`src/sar_params.svh`:
```
// constants for the sar adc readout sequencer
`ifndef SAR_SEQ_PARAMS_SVH
`define SAR_SEQ_PARAMS_SVH

// ==========================================================================
// widths and sizes
`define SAR_CH_W        5
`define SAR_DATA_W      10
`define SAR_CNT_W       16
`define SAR_NUM_CH      32

// ==========================================================================
// timing
`define SAR_CLK_MHZ          200
`define SAR_CONV_CYCLES      16'h000C
`define SAR_INT_CYCLES       16'h0002
`define SAR_AUTO_CHAN_NS     63330
`define SAR_AUTO_CHAN_CYCLES ((`SAR_AUTO_CHAN_NS * `SAR_CLK_MHZ) / 1000)

// ==========================================================================
// channel limits
`define SAR_FIRST_AUTO_CH  5'h00
`define SAR_LAST_AUTO_CH   5'h0A

`endif

```
`src/sar_pkg.sv`:
```
// types shared by the sar adc readout sequencer
package sar_pkg;

  // ========================================================================
  // operating modes
  typedef enum logic [1:0] {
    MODE_SINGLE = 2'h0,
    MODE_ROUND  = 2'h1,
    MODE_ONCE   = 2'h2
  } mode_type;

  // ========================================================================
  // sequencer states
  typedef enum logic [2:0] {
    ST_IDLE    = 3'h0,
    ST_EN_WAIT = 3'h1,
    ST_SAMPLE  = 3'h2,
    ST_CONVERT = 3'h3,
    ST_INTR    = 3'h4,
    ST_SLOT    = 3'h5
  } state_type;

endpackage

```
`src/sar_mem_if.sv`:
```
// result memory port bundle between sequencer and result store
`timescale 1ns/1ps
`include "sar_params.svh"

interface sar_mem_if;
  logic                   wr_en;
  logic [`SAR_CH_W-1:0]   wr_addr;
  logic [`SAR_DATA_W-1:0] wr_data;
  logic [`SAR_CH_W-1:0]   rd_addr;
  logic [`SAR_DATA_W-1:0] rd_data;

  modport seq (output wr_en, output wr_addr, output wr_data,
               output rd_addr, input rd_data);
  modport mem (input wr_en, input wr_addr, input wr_data,
               input rd_addr, output rd_data);
endinterface

```
`src/sar_adc_readout_sequencer.sv`:
```
// sar adc readout sequencer: timing, channel stepping and result capture
// What this block does
// - runs in single channel, round robin, or one time automatic mode
// - single mode converts only the selected channel, then interrupts
// - after enabling, waits the programmed enable delay before sampling
// - holds sampling for the programmed sample time before converting
// - conversion lasts exactly twelve clock cycles after sampling ends
// - at conversion end result is stored; in single mode the interrupt pulses two cycles
// - repeat in single mode restarts sampling right after the interrupt
// - round robin converts channel 0 upward, storing each own result
// - results are readable at any time without disturbing the sweep
// - each new round robin result overwrites that channel's old value
// - each automatic channel slot takes about 63.33 microseconds
// - one time mode sweeps like round robin but stops after last channel
// - one time mode interrupts once the whole sweep is converted
// - automatic sweeps cover only the auto-sequenced channels
`timescale 1ns/1ps
`include "sar_params.svh"

module sar_adc_readout_sequencer #(
  parameter int AUTO_CHAN_CYCLES = `SAR_AUTO_CHAN_CYCLES
) (
  input  wire logic                   clk_in,
  input  wire logic                   rst_in,
  input  wire logic                   enable_in,
  input  wire logic [1:0]             mode_in,
  input  wire logic                   start_in,
  input  wire logic                   repeat_in,
  input  wire logic [`SAR_CH_W-1:0]   channel_in,
  input  wire logic [`SAR_CNT_W-1:0]  en_delay_in,
  input  wire logic [`SAR_CNT_W-1:0]  sample_time_in,
  input  wire logic [`SAR_DATA_W-1:0] adc_data_in,
  input  wire logic [`SAR_CH_W-1:0]   rd_addr_in,
  output logic                        adc_power_out,
  output logic                        adc_sample_out,
  output logic                        adc_convert_out,
  output logic [`SAR_CH_W-1:0]        adc_channel_out,
  output logic                        irq_out,
  output logic                        busy_out,
  output logic [`SAR_DATA_W-1:0]      rd_data_out
);

  // ========================================================================
  // state
  sar_pkg::state_type      state_q, state_d;
  sar_pkg::mode_type       mode_q;
  logic [`SAR_CNT_W-1:0]   cnt_q, cnt_d;
  logic [`SAR_CNT_W-1:0]   slot_q, slot_d;
  logic [`SAR_CH_W-1:0]    chan_q, chan_d;
  logic                    warm_q;
  logic                    power_q;
  logic                    once_hold_q;

  sar_mem_if mem_bus ();

  // ========================================================================
  // decode
  wire mode_ok   = (mode_in == sar_pkg::MODE_SINGLE) ||
                   (mode_in == sar_pkg::MODE_ROUND)  ||
                   (mode_in == sar_pkg::MODE_ONCE);
  wire single_in = (mode_in == sar_pkg::MODE_SINGLE);
  // a finished one time sweep stays finished until mode or enable moves
  wire once_block = once_hold_q && (mode_in == sar_pkg::MODE_ONCE);
  wire go        = enable_in && mode_ok && !once_block &&
                   (!single_in || start_in);
  // a mode change mid-run is treated like a disable, so a half sweep
  // never continues under a different mode
  wire abort     = !enable_in ||
                   ((state_q != sar_pkg::ST_IDLE) &&
                    (mode_in != mode_q));
  wire en_done   = (cnt_q >= en_delay_in);
  wire smp_done  = (cnt_q >= sample_time_in);
  wire conv_done = (cnt_q == `SAR_CONV_CYCLES - 16'h0001);
  wire int_done  = (cnt_q == `SAR_INT_CYCLES - 16'h0001);
  wire slot_done = (slot_q >= 16'(AUTO_CHAN_CYCLES - 1));
  wire last_auto = (chan_q == `SAR_LAST_AUTO_CH);
  wire auto_run  = (mode_q != sar_pkg::MODE_SINGLE);
  wire once_end  = (mode_q == sar_pkg::MODE_ONCE) && last_auto;

  // ========================================================================
  // next state
  always_comb begin
    state_d = state_q;
    unique case (state_q)
      sar_pkg::ST_IDLE: begin
        if (go) begin
          state_d = warm_q ? sar_pkg::ST_SAMPLE : sar_pkg::ST_EN_WAIT;
        end
      end
      sar_pkg::ST_EN_WAIT: begin
        if (en_done) begin
          state_d = sar_pkg::ST_SAMPLE;
        end
      end
      sar_pkg::ST_SAMPLE: begin
        if (smp_done) begin
          state_d = sar_pkg::ST_CONVERT;
        end
      end
      sar_pkg::ST_CONVERT: begin
        if (conv_done) begin
          state_d = sar_pkg::ST_INTR;
        end
      end
      sar_pkg::ST_INTR: begin
        if (int_done) begin
          if (!auto_run) begin
            state_d = repeat_in ? sar_pkg::ST_SAMPLE
                                : sar_pkg::ST_IDLE;
          end else if (once_end) begin
            state_d = sar_pkg::ST_IDLE;
          end else begin
            state_d = sar_pkg::ST_SLOT;
          end
        end
      end
      sar_pkg::ST_SLOT: begin
        if (slot_done) begin
          state_d = sar_pkg::ST_SAMPLE;
        end
      end
      default: state_d = sar_pkg::ST_IDLE;
    endcase
    if (abort) begin
      state_d = sar_pkg::ST_IDLE;
    end
  end

  // phase counter restarts on every state change
  assign cnt_d  = (state_d != state_q) ? '0 : cnt_q + 16'h0001;
  // slot counter measures a channel slot from its sampling start
  assign slot_d = ((state_d == sar_pkg::ST_SAMPLE) &&
                   (state_q != sar_pkg::ST_SAMPLE)) ? '0 :
                  (slot_q == '1) ? slot_q : slot_q + 16'h0001;

  // channel select: firmware choice in single mode, stepping in auto
  always_comb begin
    chan_d = chan_q;
    if ((state_q == sar_pkg::ST_IDLE) && go) begin
      chan_d = single_in ? channel_in : `SAR_FIRST_AUTO_CH;
    end else if ((state_q == sar_pkg::ST_INTR) && int_done && auto_run) begin
      chan_d = last_auto ? `SAR_FIRST_AUTO_CH
                         : chan_q + 5'h01;
    end
  end

  // ========================================================================
  // registers
  always_ff @(posedge clk_in or posedge rst_in) begin
    if (rst_in) begin
      state_q <= sar_pkg::ST_IDLE;
      cnt_q   <= '0;
      slot_q  <= '0;
      chan_q  <= '0;
    end else begin
      state_q <= state_d;
      cnt_q   <= cnt_d;
      slot_q  <= slot_d;
      chan_q  <= chan_d;
    end
  end

  // mode latch and warm-up memory; warm_q drops on disable so the next
  // enable pays the enable delay again
  always_ff @(posedge clk_in or posedge rst_in) begin
    if (rst_in) begin
      mode_q  <= sar_pkg::MODE_SINGLE;
      warm_q  <= 1'b0;
      power_q <= 1'b0;
      once_hold_q <= 1'b0;
    end else begin
      power_q <= enable_in;
      if (!enable_in || (mode_in != sar_pkg::MODE_ONCE)) begin
        once_hold_q <= 1'b0;
      end else if ((state_q == sar_pkg::ST_INTR) && int_done && once_end) begin
        once_hold_q <= 1'b1;
      end
      if ((state_q == sar_pkg::ST_IDLE) && go) begin
        mode_q <= sar_pkg::mode_type'(mode_in);
      end
      if (!enable_in) begin
        warm_q <= 1'b0;
      end else if ((state_q == sar_pkg::ST_EN_WAIT) && en_done) begin
        warm_q <= 1'b1;
      end
    end
  end

  // ========================================================================
  // result capture and readout
  assign mem_bus.wr_en   = (state_q == sar_pkg::ST_CONVERT) &&
                           conv_done && !abort;
  assign mem_bus.wr_addr = chan_q;
  assign mem_bus.wr_data = adc_data_in;
  assign mem_bus.rd_addr = rd_addr_in;

  sar_result_mem result_store (
    .clk_in (clk_in),
    .rst_in (rst_in),
    .port   (mem_bus.mem)
  );

  // ========================================================================
  // outputs; round robin raises no per-channel interrupt
  assign adc_power_out   = power_q;
  assign adc_sample_out  = (state_q == sar_pkg::ST_SAMPLE);
  assign adc_convert_out = (state_q == sar_pkg::ST_CONVERT);
  assign adc_channel_out = chan_q;
  assign irq_out         = (state_q == sar_pkg::ST_INTR) &&
                           (!auto_run || once_end);
  assign busy_out        = (state_q != sar_pkg::ST_IDLE);
  assign rd_data_out     = mem_bus.rd_data;

  // ========================================================================
  // checks
  // helper count of consecutive convert cycles; a long repetition in a
  // property would be costly to unroll, so the length is counted here
  logic [`SAR_CNT_W-1:0] conv_run_q;

  always_ff @(posedge clk_in or posedge rst_in) begin
    if (rst_in) begin
      conv_run_q <= '0;
    end else begin
      conv_run_q <= adc_convert_out ? conv_run_q + 16'h0001 : '0;
    end
  end
endmodule // sar_adc_readout_sequencer

```
`src/sar_result_mem.sv`:
```
// per-channel result store with one write and one registered read port
`timescale 1ns/1ps
`include "sar_params.svh"

module sar_result_mem (
  input wire logic clk_in,
  input wire logic rst_in,
  sar_mem_if.mem   port
);

  logic [`SAR_DATA_W-1:0] store_q [`SAR_NUM_CH];
  logic [`SAR_DATA_W-1:0] rd_q;

  // ========================================================================
  // storage: no reset on the array, results survive an abort
  always_ff @(posedge clk_in) begin
    if (port.wr_en) begin
      store_q[port.wr_addr] <= port.wr_data;
    end
  end

  // read port is independent of writes, so reads never stall a sweep
  always_ff @(posedge clk_in or posedge rst_in) begin
    if (rst_in) begin
      rd_q <= '0;
    end else begin
      rd_q <= store_q[port.rd_addr];
    end
  end

  assign port.rd_data = rd_q;

endmodule // sar_result_mem
```
`config.mk`:
```
export PLATFORM = sky130hd
export DESIGN_NAME = sar_adc_readout_sequencer
export DESIGN_NICKNAME = d
export VERILOG_FILES = /design/src/sar_pkg.sv /design/src/sar_mem_if.sv /design/src/sar_adc_readout_sequencer.sv /design/src/sar_result_mem.sv
export VERILOG_INCLUDE_DIRS = /design/src
export SDC_FILE = /design/constraint.sdc
export NUM_CORES = 1
export LEC_CHECK = 0
export BUFFER_PORTS_ARGS = -buffer_cell sky130_fd_sc_hd__buf_4
export CAP_MARGIN = 20
export CORE_MARGIN = 2
export CORE_UTILIZATION = 45
export CTS_BUF_LIST = sky130_fd_sc_hd__clkbuf_4
export DETAILED_ROUTE_END_ITERATION = 16
export GPL_ROUTABILITY_DRIVEN = 0
export SYNTH_ARGS = -nofsm -noshare
export SYNTH_HDL_FRONTEND = slang
export SYNTH_SLANG_ARGS = --single-unit
```
`constraint.sdc`:
```
create_clock -name clk_in -period 3.8 [get_ports clk_in]
set_input_delay 0.76 -clock clk_in [delete_from_list [all_inputs] [get_ports clk_in]]
set_output_delay 0.76 -clock clk_in [all_outputs]
set_load 0.02 [all_outputs]
```
* Word level (Yosys, flattened, before mapping)
Memory sizes are Yosys's and may differ from the RTL's. A register that Yosys moved wholly into a read port is not among the register bits.
Cells that the tools add are included.
** Cells by class
- Add/subtract/negate cells :: 3
- Order comparisons :: 3
- Eq/ne operators :: 19
- Muxes and demuxes :: 25
- Reduce and logical (&&, ||, !) cells :: 32
** Operator list (count)
- $mux W16 :: 3
- $add A16 B1 Y16 const B :: 2
- $ge A16 B16 Y1 :: 2
- $mux W3 :: 9
- $mux W5 :: 4
- $pmux W3 S6 :: 1
- $eq A16 B1 Y1 const B :: 1
- $eq A16 B16 Y1 const B :: 1
- $eq A16 B4 Y1 const B :: 1
- $ge A16 B14 Y1 const B :: 1
- $logic_and A1 B1 Y1 :: 15
- $eq A3 B2 Y1 const B :: 3
- $eq A3 B3 Y1 const B :: 2
- $logic_or A1 B1 Y1 :: 6
- $mux W1 :: 6
- $reduce_bool A2 Y1 :: 3
- $add A5 B1 Y5 const B :: 1
- $eq A5 B4 Y1 const B :: 1
- $logic_not A1 Y1 :: 5
- $eq A2 B2 Y1 const B :: 2
- $mux W2 :: 2
- $ne A2 B2 Y1 const B :: 2
- $eq A3 B1 Y1 const B :: 1
- $logic_not A3 Y1 :: 1
- 7 further kinds :: 7
** Storage, ports and cells
- Register bits after elaboration :: 45
- RAM bits :: 320
- Bits of input ports :: 59
- Output and inout bits :: 20
- Logic and storage cells :: 91
- Memories kept :: 1
** Memories
- result_store.store_q :: depth 32, width 10, rd ports 1, clocked after Yosys merged registers in 1, wr ports 1, RTL line sar_result_mem.sv:11 : logic [`SAR_DATA_W-1:0] store_q [`SAR_NUM_CH];

* Depth between registers and ports, before layout
- Word-level depth :: 12
- Gate-level depth with buffers :: 11
- Mapped depth without buffers :: 9

* Cells and area by module
From an unflattened synthesis, not the netlist that was laid out.
** Unflattened totals
- Cells, all modules :: 1143
- Area, all modules :: 16594.7 um^2
** By module, submodules not included
- sar_result_mem :: times used 1, cells each 734, area each 13047.5 um^2, seq. area each 9859.5 um^2
- sar_adc_readout_sequencer :: times used 1, cells each 409, area each 3547.2 um^2, seq. area each 1126.1 um^2

* Worst setup path before layout
Ideal clock, no wire load.
- Kind :: input -> register
- Start :: input en_delay_in[9]
- End :: register slot_q[0]
- Library setup time :: 120 ps
- Arrival :: 2867 ps
- Required time :: 3680 ps
- Slack :: 813 ps
- Cell stages on the path :: 11
- Buffers on the path :: 2
- Cells stage by stage :: inv_1 -> ha_1 -> nand4_1 -> or3_1 -> o311ai_0 -> o21ai_0 -> nor4_1 -> and4_1 -> buf_2 -> buf_6 -> nor2_1
** Between the ends
- Word-level cells in the longest chain between the ends :: 7
- Elaborated cells between the ends (all ways) :: 8
- Classes of those cells :: order compare (1); eq/ne (2); mux (4); reduce/logical (1)
** RTL lines
- start: declaration :: RTL line sar_adc_readout_sequencer.sv:30 : input wire logic [`SAR_CNT_W-1:0] en_delay_in,
- $ge A16 B16 Y1 * :: RTL line sar_adc_readout_sequencer.sv:71 : wire en_done = (cnt_q >= en_delay_in);
- $mux W3 * :: RTL line sar_adc_readout_sequencer.sv:91 : if (en_done) begin
- $pmux W3 S6 * :: RTL line sar_adc_readout_sequencer.sv:84 : unique case (state_q)
- $mux W3 * :: RTL line sar_adc_readout_sequencer.sv:124 : if (abort) begin
- $eq A3 B2 Y1 * :: RTL line sar_adc_readout_sequencer.sv:132 : assign slot_d = ((state_d == sar_pkg::ST_SAMPLE) &&
- $logic_and A1 B1 Y1 * :: RTL line sar_adc_readout_sequencer.sv:132
- $ne A2 B2 Y1 (no source line) / $mux W16 (equally long branches)
- end signal: assignment :: RTL line sar_adc_readout_sequencer.sv:158 : slot_q <= slot_d;
- end: declaration :: RTL line sar_adc_readout_sequencer.sv:48 : logic [`SAR_CNT_W-1:0] slot_q, slot_d;
Mark *: on every way between the ends. The rest lies on a longest branch, timed or not.
A chain may end at the register's enable or synchronous reset.

* Worst setup path in the final report
- Start :: register chan_q[3], in the netlist adc_channel_out[3]
- End :: output irq_out
** Between the ends
- Word-level cells in the longest chain between the ends :: 4
** RTL lines
- start: declaration :: RTL line sar_adc_readout_sequencer.sv:49 : logic [`SAR_CH_W-1:0] chan_q, chan_d;
- start signal: assignment :: RTL line sar_adc_readout_sequencer.sv:159 : chan_q <= chan_d;
- $eq A5 B4 Y1 (no source line)
- $logic_and A1 B1 Y1 :: RTL line sar_adc_readout_sequencer.sv:78 : wire once_end = (mode_q == sar_pkg::MODE_ONCE) && last_auto;
- $logic_or A1 B1 Y1 :: RTL line sar_adc_readout_sequencer.sv:210 : (!auto_run || once_end);
- $logic_and A1 B1 Y1 :: RTL line sar_adc_readout_sequencer.sv:209 : assign irq_out = (state_q == sar_pkg::ST_INTR) &&
- end: declaration :: RTL line sar_adc_readout_sequencer.sv:38 : output logic irq_out,
Every way passes these cells.

==> results.md <==
| Step | Parameter | Value |
| --- | --- | --- |
| outcome | Outcome | completed |
| global routing | Global-route usage over all layers | 0.196 |
| finish | Fill cells | 2942 |
| global routing | Number of global-route vias before repair | 9258 |
| floorplan | Die Span Y | 193 microns |
| sta | Upper clock frequency limit | 0.281 GHz |
| sta | Max-slew violation count | 0 |
| clocking | Post-CTS setup buffer count | 0 |
| synth | Async SR Flop Fraction | 0.147 |
| power | Ratio of total power to cell area | 499 nW/um^2 |
| synth | Number of synthesized register bits | 375 |
| sta | Relative slew slack | 0.353 |
| synth | Synthesized-area fraction occupied by ao, oa, aoi and oai cells | 0.0302 |
| clocking | Clock insertion delay at the later pin of the skew report | 750 ps |
| sta | Worst-case clock skew | 61.6 ps |
| finish | Synthesis-to-finish area growth | 16.1% |
| synth | Mux cell area share after synthesis | 0.149 |
| synth | Leading register cell type out of synthesis | sky130_fd_sc_hd__edfxtp_1 |
| clocking | Number of clock sinks seen by CTS | 375 |
| worst setup path | Worst Path Arrival | 2790 ps |
| floorplan | Starting density of the core | 0.454 |
| worst setup path | Worst Path Required | 3040 ps |
| clocking | TritonCTS clock tree | yes |
| placed design | Post-Place Cells | 1459 |
| synth | Synth unique cells | 67 |
| floorplan | Floorplan die area | 37200 sq um |
| sta | Setup violators final | 0 |
| clocking | Number of buffers inserted for hold repair after clock tree synthesis | 0 |
| floorplan | Number of placement rows | 69 |
| worst setup path | Kind of end point of the critical path | primary output |
| sta | Final worst path period need | 3550 ps |
| finish | Share of cells above drive strength 1 | 0.344 |
| worst setup path | Crit Path Max Fanout | 12 |
| sta | Setup Total Neg Slack | 0 ps |
| sta | Final worst-path cycle share | 0.935 |
| synth | Post-synth EDFFs | 320 |
| clocking | Number of clock buffers inserted by TritonCTS | 96 |
| drt | DRC marker count from the first detailed-route iteration | 656 |
| floorplan | Ports placed on the boundary | 79 |
| synth | Yosys warns | 0 |
| sta | Least-Margin Pin Slew | 970 ps |
| synth | Post-Syn Instances | 911 |
| synth | Largest family of logic cells by synthesized area | multiplexers |
| drt | Initial DRT Pass Iterations | 5 |
| drt | DRC viols | 0 |
| finish | Number of nets in the finished design | 1196 |
| worst setup path | Setup slack, reg-to-reg | 440 ps |
| clocking | Clock root buffer master | sky130_fd_sc_hd__clkbuf_4 |
| job | Maximum Capacitance Violations | 0 |
| finish | Number of standard cells in the layout, taps in and fillers out | 1633 |
| synth | Simple-gate area share of the yosys netlist | 0.0678 |
| worst hold path | Class of the tightest hold or removal check | in2reg |
| clocking | Clock transition at the registers of the reported paths | 60 ps |
| worst setup path | Setup Crit Path Kind | reg2out |
| synth | Post-Synthesis Net Count | 1011 |
| synth | Post-synthesis share of cell area spent on xor and xnor gates | 0.0147 |
| sta | Number of hold violations in the final report | 0 |
| drt | Total number of vias | 8914 |
| global routing | Overflow after GRT | 0 |
| synth | Syn Area/Cell | 17.6 sq um |
| clocking | H-tree Lvls | 3 |
| floorplan | Core Box Area | 35400 sq um |
| synth | Portion of the post-synthesis area used by sequential elements | 0.684 |
| global routing | Antenna violations before repair | 1 |
| drt | Residual antenna-violating net count after detailed routing | 0 |
| synth | Adder and majority gate portion of the synthesized area | 0.0319 |
| placed design | Count of buffers inserted at the top-level ports | 78 |
| power | P_leak | 6.74 nW |
| drt | Wire length per cell after detailed routing | 21.5 microns |
| floorplan | X dimension of the die | 193 microns |
| clocking | Post-CTS Resized | 0 |
| sta | Setup repair after global routing missed its margin | no |
| global routing | Pin count of the biggest net entering global routing | 55 |
| placed design | Half-perimeter wire length after detailed placement | 22400 microns |
| drt | Number of vias per cell | 5.46 |
| power | Maximum ir drop on the vdd rail | 299 uV |
| synth | Post-synth design cell area | 16100 sq um |
| worst setup path | Crit path launch type | flip-flop |
| drt | Post-detailed-routing wire length | 35000 microns |
| global routing | Wire length of the first global-routing pass | 54000 microns |
| clocking | CTS max path bufs | 3 |
==> critical path: stages (launching register included) <==
cell                      delay, ps
sky130_fd_sc_hd__dfrtp_1        650
sky130_fd_sc_hd__or3b_2         560
sky130_fd_sc_hd__or2_0          350
sky130_fd_sc_hd__a21o_1         240
sky130_fd_sc_hd__nor2_1         120
sky130_fd_sc_hd__buf_4          160
==> cell usage in the layout, fill, tap and decap left out, drive strengths merged, types with 3 or more instances in the layout <==
cell    instances
xnor2          11
clkinv         33
and4            4
nor4            4
or2             3
buf           121
mux4          100
o21ai          15
nor2           71
or3             3
nor3           28
xor2           16
and3            7
nand4          12
or3b            3
mux2           12
ha             41
nand2          30
a31oi           3
clkbuf        137
nand3          22
a21o            4
inv            48
a21oi          16
nor3b           3
a311oi          3
dfrtp          55
nand3b          4
o211ai          3
edfxtp        320
a211oi          4
nand2b          3
==> power breakdown <==
| part | switching, W | internal (W) | leakage, nW |
|---|---|---|---|
| Sequential | 0.000221 | 0.00461 | 3.55 |
| Clock | 0.00158 | 0.00174 | 0.720 |
| Combinational | 0.000659 | 0.000507 | 2.47 |
| Total | 0.00246 | 0.00685 | 6.74 |
==> Yosys cell counts (3+ instances only) <==
| master | n | area share |
|---|---|---|
| sky130_fd_sc_hd__nor3b_1 | 3 | 0.0014 |
| sky130_fd_sc_hd__xor2_1 | 16 | 0.0087 |
| sky130_fd_sc_hd__dfrtp_1 | 55 | 0.086 |
| sky130_fd_sc_hd__a21oi_1 | 16 | 0.0050 |
| sky130_fd_sc_hd__and3_1 | 7 | 0.0027 |
| sky130_fd_sc_hd__ha_1 | 41 | 0.032 |
| sky130_fd_sc_hd__mux4_2 | 100 | 0.14 |
| sky130_fd_sc_hd__nor4_1 | 3 | 0.0012 |
| sky130_fd_sc_hd__buf_2 | 9 | 0.0028 |
| sky130_fd_sc_hd__nor2_1 | 71 | 0.017 |
| sky130_fd_sc_hd__nand2_1 | 30 | 0.0070 |
| sky130_fd_sc_hd__nor3_2 | 10 | 0.0062 |
| sky130_fd_sc_hd__clkbuf_1 | 17 | 0.0040 |
| sky130_fd_sc_hd__or3_1 | 3 | 0.0012 |
| sky130_fd_sc_hd__nand3b_1 | 4 | 0.0019 |
| sky130_fd_sc_hd__a211oi_1 | 3 | 0.0014 |
| sky130_fd_sc_hd__nand4_1 | 12 | 0.0047 |
| sky130_fd_sc_hd__and4_1 | 4 | 0.0022 |
| sky130_fd_sc_hd__nand2b_1 | 3 | 0.0012 |
| sky130_fd_sc_hd__a21o_1 | 3 | 0.0014 |
| sky130_fd_sc_hd__buf_6 | 3 | 0.0021 |
| sky130_fd_sc_hd__o21ai_0 | 14 | 0.0044 |
| sky130_fd_sc_hd__xnor2_1 | 11 | 0.0060 |
| sky130_fd_sc_hd__a31oi_1 | 3 | 0.0012 |
| sky130_fd_sc_hd__inv_1 | 47 | 0.011 |
| sky130_fd_sc_hd__edfxtp_1 | 320 | 0.60 |
| sky130_fd_sc_hd__o211ai_1 | 3 | 0.0014 |
| sky130_fd_sc_hd__nand3_1 | 22 | 0.0069 |
| sky130_fd_sc_hd__nor3_1 | 17 | 0.0053 |
| sky130_fd_sc_hd__mux2_2 | 12 | 0.0084 |
==> registers in the layout, indices dropped and copies added, names as in the netlist <==
register / cells
cnt_q: 16
result_store.store_q: 320
mode_q: 2
adc_channel_out: 5
adc_power_out: 1
result_store.port.rd_data: 10
warm_q: 1
state_q: 3
slot_q: 16
once_hold_q: 1
==> metrics by stage <==
stage / total power, W / worst slack, ps / area [sq um] / hold slack (ps) / utilization
2_1_floorplan: 0.00563 / 813 / 16100 / 485 / -
3_3_place_gp: 0.00607 / 87.6 / 17400 / 521 / 0.493
3_5_place_dp: 0.00608 / 87.7 / 17400 / 528 / 0.493
4_1_cts: 0.00944 / 200 / 18700 / 143 / 0.527
5_1_grt: 0.00981 / 74.8 / 18700 / 143 / 0.527
6_report: 0.00931 / 246 / 18700 / 222 / 0.527
==> logic make-up (layout without fill, tap and decap cells) <==
group,after synthesis,in the layout
buffers and inverters,81,341
AOI/OAI and AO/OA,68,68
DFF,375,375
muxes,113,113
adders and majority gates,41,41
and+or+nand+nor,206,206
xor gates and xnor gates,27,27
other,0,1
==> routing by layer <==
metal / wire length [microns] / global-route usage / share of wire
met4: 488 / 0.0635 / 0.014
met1: 15700 / 0.272 / 0.45
met5: 0 / 0 / 0
met2: 17000 / 0.313 / 0.48
met3: 1880 / 0.0420 / 0.054
==> path summary, 6_finish.rpt <==
path	startpoint	depth (start not counted)	end
max in group asynchronous	rst_in	3	result_store.port.rd_data[2]$_DFF_PP0_
worst max register to register	cnt_q[0]$_DFF_PP0_	11	cnt_q[4]$_DFF_PP0_
worst max-delay path	adc_channel_out[3]$_DFFE_PP0P_	5	irq_out
worst min-delay path	enable_in	1	adc_power_out$_DFF_PP0_
worst min register to register	slot_q[14]$_DFFE_PP0P_	1	slot_q[14]$_DFFE_PP0P_
min in group asynchronous	rst_in	2	cnt_q[0]$_DFF_PP0_
==> final cells by class <==
type	count	area (sq um)	area share
inverter	47	176	0.00946
clock buffer	137	1030	0.0551
antenna	1	2.50	0.000134
tap	461	577	0.0309
timing repair buffer	121	983	0.0527
multi-input combinational	455	4720	0.253
sequential	375	11000	0.589
clock inverter	36	180	0.00966
No activity file was read; power rests on OpenSTA's default activity.
